$ cat src/led_slot_pkg.sv
/*
 * Package for the LED slot pulse timing block: register offsets, field
 * positions, reset values and microsecond timing constants.
 * Assumes a 20 MHz system clock and a simple register port.
 */
package led_slot_pkg;
    localparam int ADDR_W = 8;
    localparam int DATA_W = 16;

    localparam logic [7:0] FINE_CURRENT_OFS = 8'h25;
    localparam logic [7:0] SLOT_A_SHAPE_OFS = 8'h30;
    localparam logic [7:0] SLOT_A_TRAIN_OFS = 8'h31;
    localparam logic [7:0] LED_DISABLE_OFS = 8'h34;
    localparam logic [7:0] SLOT_B_SHAPE_OFS = 8'h35;
    localparam logic [7:0] SLOT_B_TRAIN_OFS = 8'h36;

    localparam int THIRD_FINE_LSB = 11;
    localparam int SECOND_FINE_LSB = 6;
    localparam int FIRST_FINE_LSB = 0;
    localparam int WIDTH_LSB = 8;
    localparam int OFFSET_LSB = 0;
    localparam int COUNT_LSB = 8;
    localparam int PERIOD_LSB = 0;
    localparam int SLOT_B_OFF_BIT = 9;
    localparam int SLOT_A_OFF_BIT = 8;

    localparam logic [4:0] FINE_CODE_RST = 5'h0C;
    localparam logic [4:0] PULSE_WIDTH_RST = 5'h03;
    localparam logic [7:0] PULSE_OFFSET_RST = 8'h20;
    localparam logic [7:0] PULSE_COUNT_RST = 8'h08;
    localparam logic [7:0] PULSE_PERIOD_RST = 8'h18;

    // Writable bits of each register; reserved bits read as zero
    localparam logic [15:0] FINE_CURRENT_MASK = 16'hFFDF;
    localparam logic [15:0] SHAPE_MASK = 16'h1FFF;
    localparam logic [15:0] TRAIN_MASK = 16'hFFFF;
    localparam logic [15:0] DISABLE_MASK = 16'h0300;

    localparam int CLK_FREQ_HZ = 20000000;
    localparam int STEP_TIME_NS = 1000;
    localparam int STEP_CYCLES_INT = (STEP_TIME_NS * (CLK_FREQ_HZ / 1000000)) / 1000;
    localparam logic [4:0] STEP_CYCLES = 5'(STEP_CYCLES_INT);
endpackage : led_slot_pkg

$ cat src/slot_pulse_engine.sv
/*
 * One time slot's pulse train: waits the offset, then emits count pulses of
 * the given width, started every period. Advances on a 1 us tick.
 * Assumes settings are stable while a slot runs.
 */
module slot_pulse_engine
    import led_slot_pkg::*;
(
    input wire logic sys_clk_in,
    input wire logic rst_n_in,
    input wire logic us_tick_in,
    input wire logic start_in,
    input wire logic led_off_in,
    input wire logic [4:0] width_in,
    input wire logic [7:0] offset_in,
    input wire logic [7:0] count_in,
    input wire logic [7:0] period_in,
    output logic pulse_out,
    output logic busy_out
);
    typedef enum logic [1:0] {IDLE, OFFSET, TRAIN} eng_state_t;
    eng_state_t state_q;
    logic [7:0] tmr_q;
    logic [7:0] left_q;
    logic pulse_q;

    // Pulse level within the period
    wire in_width = tmr_q < {3'h0, width_in};
    wire period_end = (tmr_q + 8'h01) >= period_in;

    always_ff @(posedge sys_clk_in) begin
        if (!rst_n_in) begin
            state_q <= IDLE;
            tmr_q <= 8'h00;
            left_q <= 8'h00;
            pulse_q <= 1'b0;
        end else begin
            case (state_q)
                IDLE: begin
                    pulse_q <= 1'b0;
                    if (start_in && count_in != 8'h00) begin
                        state_q <= OFFSET;
                        tmr_q <= 8'h00;
                        left_q <= count_in;
                    end
                end
                OFFSET: begin
                    if (tmr_q >= offset_in) begin
                        state_q <= TRAIN;
                        tmr_q <= 8'h00;
                    end else if (us_tick_in) begin
                        tmr_q <= tmr_q + 8'h01;
                    end
                end
                TRAIN: begin
                    // Disable only gates current; timing keeps running
                    pulse_q <= in_width && !led_off_in;
                    if (us_tick_in) begin
                        if (period_end || !in_width && left_q == 8'h01) begin
                            tmr_q <= 8'h00;
                            left_q <= left_q - 8'h01;
                            if (left_q == 8'h01) begin
                                state_q <= IDLE;
                                // Cut the pulse with the train so it never outlives busy
                                pulse_q <= 1'b0;
                            end
                        end else begin
                            tmr_q <= tmr_q + 8'h01;
                        end
                    end
                end
                default: state_q <= IDLE;
            endcase
        end
    end

    assign pulse_out = pulse_q;
    assign busy_out = state_q != IDLE;
endmodule : slot_pulse_engine

$ cat src/led_slot_pulse_timing.sv
/*
 * LED pulse timing for slots A and B plus fine current codes for three
 * drivers, reached over a simple addressed register port (one cycle write,
 * registered read). Assumes slot starts come from the sequencer on sys_clk_in.
 */
module led_slot_pulse_timing
    import led_slot_pkg::*;
(
    input wire logic sys_clk_in,
    input wire logic rst_n_in,
    input wire logic [7:0] reg_addr_in,
    input wire logic reg_wr_in,
    input wire logic reg_rd_in,
    input wire logic [15:0] reg_wdata_in,
    input wire logic slot_a_start_in,
    input wire logic slot_b_start_in,
    output logic [15:0] reg_rdata_out,
    output logic reg_rvalid_out,
    output logic slot_a_pulse_out,
    output logic slot_b_pulse_out,
    output logic slot_a_busy_out,
    output logic slot_b_busy_out,
    output logic [4:0] first_driver_fine_code_out,
    output logic [4:0] second_driver_fine_code_out,
    output logic [4:0] third_driver_fine_code_out
);
    logic [15:0] led_fine_current_q;
    logic [15:0] slot_a_pulse_shape_q;
    logic [15:0] slot_a_pulse_train_q;
    logic [15:0] slot_led_disable_q;
    logic [15:0] slot_b_pulse_shape_q;
    logic [15:0] slot_b_pulse_train_q;
    logic [15:0] rdata_q;
    logic rvalid_q;
    logic [4:0] tick_cnt_q;
    logic us_tick_q;
    logic a_pulse_w, b_pulse_w, a_busy_w, b_busy_w;
    logic a_pulse_q, b_pulse_q, a_busy_q, b_busy_q;

    wire sel_fine = reg_addr_in == FINE_CURRENT_OFS;
    wire sel_a_shape = reg_addr_in == SLOT_A_SHAPE_OFS;
    wire sel_a_train = reg_addr_in == SLOT_A_TRAIN_OFS;
    wire sel_dis = reg_addr_in == LED_DISABLE_OFS;
    wire sel_b_shape = reg_addr_in == SLOT_B_SHAPE_OFS;
    wire sel_b_train = reg_addr_in == SLOT_B_TRAIN_OFS;

    // Reset images built from field constants
    // Widen before shifting so no field bit is lost
    wire [15:0] fine_rst = (16'(FINE_CODE_RST) << THIRD_FINE_LSB) | (16'(FINE_CODE_RST) << SECOND_FINE_LSB)
                           | (16'(FINE_CODE_RST) << FIRST_FINE_LSB);
    wire [15:0] shape_rst = (16'(PULSE_WIDTH_RST) << WIDTH_LSB) | (16'(PULSE_OFFSET_RST) << OFFSET_LSB);
    wire [15:0] train_rst = (16'(PULSE_COUNT_RST) << COUNT_LSB) | (16'(PULSE_PERIOD_RST) << PERIOD_LSB);

    logic [15:0] rd_mux;
    always_comb begin
        if (sel_fine) rd_mux = led_fine_current_q;
        else if (sel_a_shape) rd_mux = slot_a_pulse_shape_q;
        else if (sel_a_train) rd_mux = slot_a_pulse_train_q;
        else if (sel_dis) rd_mux = slot_led_disable_q;
        else if (sel_b_shape) rd_mux = slot_b_pulse_shape_q;
        else if (sel_b_train) rd_mux = slot_b_pulse_train_q;
        else rd_mux = 16'h0000;
    end

    // Registers; reserved bits are held at zero whatever is written
    always_ff @(posedge sys_clk_in) begin
        if (!rst_n_in) begin
            led_fine_current_q <= fine_rst;
            slot_a_pulse_shape_q <= shape_rst;
            slot_a_pulse_train_q <= train_rst;
            slot_led_disable_q <= 16'h0000;
            slot_b_pulse_shape_q <= shape_rst;
            slot_b_pulse_train_q <= train_rst;
        end else if (reg_wr_in) begin
            if (sel_fine) led_fine_current_q <= reg_wdata_in & FINE_CURRENT_MASK;
            if (sel_a_shape) slot_a_pulse_shape_q <= reg_wdata_in & SHAPE_MASK;
            if (sel_a_train) slot_a_pulse_train_q <= reg_wdata_in & TRAIN_MASK;
            if (sel_dis) slot_led_disable_q <= reg_wdata_in & DISABLE_MASK;
            if (sel_b_shape) slot_b_pulse_shape_q <= reg_wdata_in & SHAPE_MASK;
            if (sel_b_train) slot_b_pulse_train_q <= reg_wdata_in & TRAIN_MASK;
        end
    end

    always_ff @(posedge sys_clk_in) begin
        if (!rst_n_in) begin
            rdata_q <= 16'h0000;
            rvalid_q <= 1'b0;
        end else begin
            rdata_q <= reg_rd_in ? rd_mux : 16'h0000;
            rvalid_q <= reg_rd_in;
        end
    end

    // One microsecond timebase
    always_ff @(posedge sys_clk_in) begin
        if (!rst_n_in) begin
            tick_cnt_q <= 5'h00;
            us_tick_q <= 1'b0;
        end else begin
            us_tick_q <= tick_cnt_q == STEP_CYCLES - 5'h01;
            tick_cnt_q <= (tick_cnt_q == STEP_CYCLES - 5'h01) ? 5'h00 : tick_cnt_q + 5'h01;
        end
    end

    slot_pulse_engine u_slot_a (
        .sys_clk_in(sys_clk_in),
        .rst_n_in(rst_n_in),
        .us_tick_in(us_tick_q),
        .start_in(slot_a_start_in),
        .led_off_in(slot_led_disable_q[SLOT_A_OFF_BIT]),
        .width_in(slot_a_pulse_shape_q[WIDTH_LSB +: 5]),
        .offset_in(slot_a_pulse_shape_q[OFFSET_LSB +: 8]),
        .count_in(slot_a_pulse_train_q[COUNT_LSB +: 8]),
        .period_in(slot_a_pulse_train_q[PERIOD_LSB +: 8]),
        .pulse_out(a_pulse_w),
        .busy_out(a_busy_w)
    );

    slot_pulse_engine u_slot_b (
        .sys_clk_in(sys_clk_in),
        .rst_n_in(rst_n_in),
        .us_tick_in(us_tick_q),
        .start_in(slot_b_start_in),
        .led_off_in(slot_led_disable_q[SLOT_B_OFF_BIT]),
        .width_in(slot_b_pulse_shape_q[WIDTH_LSB +: 5]),
        .offset_in(slot_b_pulse_shape_q[OFFSET_LSB +: 8]),
        .count_in(slot_b_pulse_train_q[COUNT_LSB +: 8]),
        .period_in(slot_b_pulse_train_q[PERIOD_LSB +: 8]),
        .pulse_out(b_pulse_w),
        .busy_out(b_busy_w)
    );

    always_ff @(posedge sys_clk_in) begin
        if (!rst_n_in) begin
            a_pulse_q <= 1'b0;
            b_pulse_q <= 1'b0;
            a_busy_q <= 1'b0;
            b_busy_q <= 1'b0;
        end else begin
            a_pulse_q <= a_pulse_w;
            b_pulse_q <= b_pulse_w;
            a_busy_q <= a_busy_w;
            b_busy_q <= b_busy_w;
        end
    end

    assign reg_rdata_out = rdata_q;
    assign reg_rvalid_out = rvalid_q;
    assign slot_a_pulse_out = a_pulse_q;
    assign slot_b_pulse_out = b_pulse_q;
    assign slot_a_busy_out = a_busy_q;
    assign slot_b_busy_out = b_busy_q;
    assign first_driver_fine_code_out = led_fine_current_q[FIRST_FINE_LSB +: 5];
    assign second_driver_fine_code_out = led_fine_current_q[SECOND_FINE_LSB +: 5];
    assign third_driver_fine_code_out = led_fine_current_q[THIRD_FINE_LSB +: 5];
endmodule : led_slot_pulse_timing

$ cat config.mk
export PLATFORM = sky130hd
export DESIGN_NAME = led_slot_pulse_timing
export DESIGN_NICKNAME = d
export VERILOG_FILES = /design/src/led_slot_pkg.sv /design/src/slot_pulse_engine.sv /design/src/led_slot_pulse_timing.sv
export SDC_FILE = /design/constraint.sdc
export NUM_CORES = 1
export LEC_CHECK = 0
export BUFFER_PORTS_ARGS = -buffer_cell sky130_fd_sc_hd__buf_2
export CAP_MARGIN = 20
export CORE_ASPECT_RATIO = 0.6
export CORE_MARGIN = 3
export CORE_UTILIZATION = 56
export CTS_BUF_LIST = sky130_fd_sc_hd__clkbuf_8
export CTS_CLUSTER_DIAMETER = 120
export CTS_CLUSTER_SIZE = 28
export DETAILED_ROUTE_END_ITERATION = 8
export HOLD_SLACK_MARGIN = 0.1
export PLACE_DENSITY = 0.79
export SLEW_MARGIN = 40
export SYNTH_ARGS = -nofsm -noshare
export SYNTH_HDL_FRONTEND = slang
export SYNTH_SLANG_ARGS = --single-unit
$ cat constraint.sdc
create_clock -name sys_clk_in -period 3 [get_ports sys_clk_in]
set_clock_uncertainty 0.1 [all_clocks]
set_input_delay 0.3 -clock sys_clk_in [delete_from_list [all_inputs] [get_ports sys_clk_in]]
set_output_delay 0.3 -clock sys_clk_in [all_outputs]
set_load 0.005 [all_outputs]
==> flow_summary.yaml, run 1 <==
status:
  status: "complete, no violations"
global_routing:
  busiest_layer: "met1"
  grt_max_degree: 45
  grt_use_met3_pct: 9.16
  use_met1_pct: 42.8
  antenna_found_initial: 0
  grt_pass1_vias: 6650
  gr-usage-met2_pct: 42.7
  grt_pass1_wl_mm: 35.4
  track_usage_pct: 29.7
  gr-total-overflow: 0
final_layout:
  fin_nets: 1108
  num_antenna_cells: 0
  fin_util_pct: 67.5
  fillCellCount: 1045
  drive_above_1_share_pct: 17.2
  syn_to_final_growth_pct: 16.1
worst_setup_path:
  cp_max_fo: 9
  r2r_slack_ns: 0.11
  slowest_delay_ns: 0.38
  crit_family: "compound AO/OA/AOI/OAI gates"
  crit_top_cell: "a21oi_1"
  rr_worst_depth: 12
  arrival_ns: 3.15
  cp_slowest_cell: "dfxtp_2"
  cp-start-kind: "flop"
  cp.buffers_inverters: 1
  required_ns: 3.26
  r2r_end: "u_slot_a.tmr_q[1]"
  r2r_start: "u_slot_a.tmr_q[0]"
  criticalPathCategory: "reg -> reg"
  cp-end-kind: "flop"
  worstPathCellList: "nand3_1 > or2_2 > nor2_2 > xor2_1 > ha_1 > a41o_1 > a21oi_1 > o31a_1 > o21a_1 > buf_4 > o2111ai_1 > a21oi_1"
timing:
  slew_headroom_pct: 47.4
  holdWs_ns: 0.131
  tightest_slew_ns: 0.782
  hold_viol: 0
  setup_tns_ns: 0
  slew_violations: 0
  period_share_pct: 96.3
  fmax_mhz: 346
  min_period_ns: 2.89
  setup_violations: 0
route:
  drc: 0
  first_iter_violations: 909
  drt-total-wl_mm: 22.2
  first_pass_iters: 8
  vias: 7351
  ant_nets: 0
  wl_per_cell_um: 18.4
  via_per_inst: 6.10
power_and_ir_drop:
  power_density_nw_per_um2: 585
  leakagePower_nw: 3.54
  ir_drop_uv: 453
floorplanning:
  io_pins: 66
  die_y_um: 96.1
  rows: 32
  dieArea_sq_um: 15000
  initial_core_util_pct: 58.1
  core_area_sq_um: 13100
  die_x_um: 156
min_path:
  min_to: "led_fine_current_q[9]"
  hold_class: "in -> reg"
  worstHoldPathCells: 3
  worstHoldStart: "reg_wdata_in[9]"
synth:
  synth_edf_count: 0
  synth_async_sr_flop_share_pct: 0
  syn_avg_cell_area_sq_um: 8.09
  synthCells: 937
  syn_nets: 1022
  synth_ff_type: "dfxtp_1"
  synth_seq_cells: 140
  yosys.cell_types.count: 77
  yosys_warnings: 0
  synth_area_sq_um: 7580
  yosysSeqAreaShare_pct: 37.0
cts:
  cts_sinks: 140
  ctsHtreeMaxLevel: 4
  clockBufferDepth: 2
  clock_latency_ns: 0.45
  clk_pin_slew_worst_paths_ns: 0.09
  root_buffer: "clkbuf_8"
  cts_tree: "yes"
  cts_buffers: 17
placement:
  dpl.hpwl_mm: 15.7
  gp_congestion: 0.968
  port_buffers: 65
job:
  drv_cap: 0
## layout make-up
type	instances	area (sq um)	share of cell area (%)
Sequential cell	140	2810	31.9
Clock buffer	17	234	2.66
Timing Repair Buffer	126	841	9.55
Tap cell	170	213	2.42
Multi-Input combinational cell	674	4260	48.4
Clock inverter	15	209	2.37
Inverter	64	240	2.73
## cells in the mapped netlist, drive strengths merged (7+ instances only)
master     n  share of area, %
o21ai     24               1.6
nor3      14               1.1
a21oi    100               6.6
a222oi    11               1.5
clkbuf    33               1.8
o31ai     11               1.1
nor2      46               2.3
dfxtp    140                37
inv       63               3.1
xnor2      7              0.81
ha        55               9.1
buf       26               2.3
nand3     79               5.2
a21o      11               1.1
mux2i      8               1.1
a22oi      7              0.69
or2        7              0.61
and2       7              0.61
nand2    170               8.4
o2111ai   20               2.3
## stage by stage
stage / power, W / setup WS [ns] / area [sq um] / cells
finish: 0.00515 / 0.110 / 8800 / 1206
global route: 0.00536 / -0.0226 / 8800 / 1206
floorplan: 0.00307 / 0.0971 / 7580 / 937
CTS: 0.00511 / 0.0587 / 8770 / 1205
detailed placement: 0.00339 / 0.00931 / 8090 / 1147
global placement: 0.00336 / 0.0815 / 8090 / 1147
## where the power goes
group	internal [W]	switching [W]	total, W
Clock	0.000922	0.000815	0.00174
Combinational	0.000508	0.000890	0.00140
Sequential	0.00194	0.0000755	0.00201
## sequential cells by signal (all words and copies together) (netlist names), 2 cells and up
signal and count:
led_fine_current_q 15, reg_rdata_out 16, slot_a_pulse_shape_q 13, slot_a_pulse_train_q 16, slot_b_pulse_shape_q 13, slot_b_pulse_train_q 16, slot_led_disable_q 2, tick_cnt_q 5
u_slot_a.left_q 8, u_slot_a.state_q 2, u_slot_a.tmr_q 8, u_slot_b.left_q 8, u_slot_b.state_q 2, u_slot_b.tmr_q 8
## worst min-delay path, stage by stage
cell and delay [ns]:
buf_2 0.18, nand2_1 0.08, nand3_1 0.07
## cell families after synthesis
logic type               count (synthesis)  share of synthesized area [%]
AO/OA/AOI/OAI                          236                           21.8
XOR/XNOR                                13                           1.50
adder cells (fa/ha/maj)                 55                           9.07
buffers and inverters                  123                           7.19
flip-flops                             140                           37.0
multiplexers                             9                           1.20
AND/OR/NAND/NOR                        361                           22.2
## layout by cell type (no fill, tap or decap), types with 5 or more instances in the layout
cell and n:
o2111ai_1 20, o21ai_1 5, mux2i_1 8, nor2_1 44, and2_1 6, o211ai_1 6
inv_6 6, xor2_1 6, a21oi_1 99, nand2b_1 5, a22oi_1 7, buf_4 42
a21o_1 11, buf_2 65, nand3_1 77, clkbuf_8 17, dlygate4sd3_1 18, dfxtp_1 136
a222oi_1 11, o21ai_0 19, nor3_1 11, nand2_1 170, xnor2_1 7, o31ai_1 11
ha_1 55, inv_1 64
## worst max-delay path by stage
stage                      startpoint  slack, ns                 end  depth (start not counted)
finish              u_slot_a.tmr_q[0]       0.11   u_slot_a.tmr_q[1]                         12
global route        u_slot_a.tmr_q[0]      -0.02   u_slot_a.tmr_q[0]                         12
CTS                 u_slot_a.tmr_q[1]       0.06   u_slot_a.tmr_q[1]                         12
detailed placement  u_slot_a.tmr_q[1]      0.009  u_slot_a.left_q[4]                         12
global placement    u_slot_a.tmr_q[0]       0.08   u_slot_a.tmr_q[2]                         12
floorplan           u_slot_a.tmr_q[2]        0.1  u_slot_a.left_q[0]                         11
## what timing repair did
item | in CTS | in global routing
buffers inserted | 8 | 1
hold endpoints to repair | 68 | 0
setup endpoints to repair | 10 | 36
gates resized for setup | 0 | 11
hold buffers | 18 | 0
pin swaps | 1 | 1
## routing by layer
layer / share of wire, % / up-vias
met2: 40 / 428
met1: 45 / 3367
li1: - / 3490
met3: 13 / 66
met4: 2.5 / 0
met5: 0 / -
Power figures use the tool's default switching activity.
==> run 2, diff against run 1 <==
SYNTH_HIERARCHICAL = 1   (was default)
==> flow_summary.yaml, run 2 <==
status:
  status: "complete, no violations"
global_routing:
  track_usage_pct: 28.4
  gr-total-overflow: 0
  grt_pass1_vias: 6500
  grt_max_degree: 61
  antenna_found_initial: 0
  grt_pass1_wl_mm: 34.3
synth:
  yosys.cell_types.count: 70
  yosysSeqAreaShare_pct: 36.5
  synth_most_common_cell: "dfxtp_1"
  synth_area_sq_um: 7680
  synthCells: 907
  synth_common_cells: "dfxtp_1 (140), nand2_1 (138), nor2_1 (70)"
  syn_avg_cell_area_sq_um: 8.47
  synth_edf_count: 0
  synth_async_sr_flop_share_pct: 0
  synth_seq_cells: 140
  synth_area_leaders: "dfxtp_1 (36%), ha_1 (9.0%), mux2i_1 (6.8%)"
  synth_ff_type: "dfxtp_1"
  synth_top_area_share_pct: 36.5
  yosys_warnings: 6
  syn_nets: 992
  synth_top_area_cell: "dfxtp_1"
timing:
  setup_violations: 0
  fin_ws_ns: 0.110
  setup_tns_ns: 0
  slew_headroom_pct: 41.4
  tightest_slew_ns: 0.870
  min_period_ns: 2.89
  slew_violations: 0
  period_share_pct: 96.3
  hold_viol: 0
  fmax_mhz: 346
min_path:
  hold_class: "in -> reg"
final_layout:
  design_area_sq_um: 8850
  fin_util_pct: 67.4
  num_antenna_cells: 0
  layout_commonest_cell: "nand2_1"
  syn_to_final_growth_pct: 15.3
  fin_nets: 1080
  drive_above_1_share_pct: 16.6
  final_cell_mix: "nand2_1 (138), dfxtp_1 (135), nor2_1 (69)"
cts:
  cts_buffers: 17
  clock_latency_ns: 0.45
  clockBufferDepth: 2
  ctsHtreeMaxLevel: 4
  cts_tree: "yes"
  cts_sinks: 140
  clk_pin_slew_worst_paths_ns: 0.09
  root_buffer: "clkbuf_8"
worst_setup_path:
  cp-start-kind: "flop"
  crit_end: "u_slot_b/tmr_q[5]"
  rr_worst_depth: 12
  required_ns: 3.28
  cp_max_fo: 10
  r2r_slack_ns: 0.11
  crit_path_start: "u_slot_b/tmr_q[1]"
  arrival_ns: 3.17
  cp-end-kind: "flop"
  criticalPathCategory: "reg -> reg"
  r2r_start: "u_slot_b/tmr_q[1]"
  r2r_end: "u_slot_b/tmr_q[5]"
route:
  vias: 7210
  first_iter_violations: 871
  drt-total-wl_mm: 21.8
  first_pass_iters: 5
  wl_per_cell_um: 18.5
  drc: 0
  ant_nets: 0
  via_per_inst: 6.12
floorplanning:
  core_area_sq_um: 13100
  initial_core_util_pct: 58.5
  die_y_um: 96.7
  io_pins: 66
  rows: 32
  dieArea_sq_um: 15200
  die_x_um: 157
job:
  drv_cap: 0
power_and_ir_drop:
  power_density_nw_per_um2: 584
  ir_drop_uv: 310
  leakagePower_nw: 3.74
placement:
  gp_congestion: 0.909
  dp_slack_ns: 0.0408
  port_buffers: 65
  dpl.hpwl_mm: 15.5
  dpl_cell_area_sq_um: 8230
## run 2: final cells by class
| type | count | area, sq um |
|---|---|---|
| Tap cell | 170 | 213 |
| Clock buffer | 18 | 248 |
| Inverter | 61 | 229 |
| Sequential cell | 140 | 2810 |
| Multi-Input combinational cell | 658 | 4430 |
| Timing Repair Buffer | 117 | 774 |
| Fill cell | 1086 | 4280 |
| Clock inverter | 14 | 155 |
## run 2: layer usage
metal | global-route usage, % | share of wire (%) | vias up
met3 | 6.66 | 9.8 | 46
li1 | - | - | 3397
met5 | 0 | 0 | -
met2 | 38.6 | 41 | 372
met4 | 9.80 | 2.1 | 0
met1 | 43.4 | 48 | 3395
## run 2: worst max-delay path: stages (launching register included)
cell and delay [ns]:
dfxtp_2 0.39, ha_2 0.24, nand3_2 0.14, nor2_2 0.13, xor2_1 0.22, ha_1 0.28, a21oi_1 0.16, nor2b_1 0.06
a2111o_1 0.45, o22ai_2 0.20, buf_6 0.18, nand4b_1 0.11, a31oi_1 0.16
## run 2: cells by family (layout without fill, tap and decap cells)
kind of cell               Yosys count  after routing  share of synthesized area, %
AOI/OAI and AO/OA                  196            197                          18.5
xor gates and xnor gates            13             13                          1.48
adders and majority gates           55             55                          8.96
buffers and inverters              110            210                          6.40
DFF                                140            140                          36.5
muxes                               52             52                          6.78
and+or+nand+nor                    341            341                          21.4
## run 2: worst min path at each step
stage	startpoint	endpoint	slack, ns	depth (start not counted)
after floorplan	tick_cnt_q[0]	tick_cnt_q[0]	0.32	1
after global placement	tick_cnt_q[0]	tick_cnt_q[0]	0.33	1
after detailed placement	tick_cnt_q[0]	tick_cnt_q[0]	0.34	1
after CTS	rst_n_in	reg_rvalid_out	0.14	3
after global routing	rst_n_in	reg_rvalid_out	0.16	3
final	rst_n_in	reg_rvalid_out	0.16	3
## run 2: power breakdown
part | total [W] | internal [W] | switching, W
clock network | 0.00158 | 0.000831 | 0.000748
logic | 0.00156 | 0.000593 | 0.000965
registers | 0.00204 | 0.00195 | 0.0000858
total | 0.00517 | 0.00338 | 0.00180
## run 2: timing repair
item	in CTS	in global routing
buffers inserted	0	1
endpoints found under the setup margin	0	36
hold endpoints to repair	56	0
hold buffers	17	0
resized for setup	0	12
## run 2: through the flow
stage / instances / total power [W] / hold slack [ns]
after floorplan: 907 / 0.00315 / 0.317
after global placement: 1127 / 0.00348 / 0.333
after detailed placement: 1127 / 0.00351 / 0.339
after CTS: 1176 / 0.00509 / 0.141
after global routing: 1178 / 0.00541 / 0.155
final: 1178 / 0.00517 / 0.161
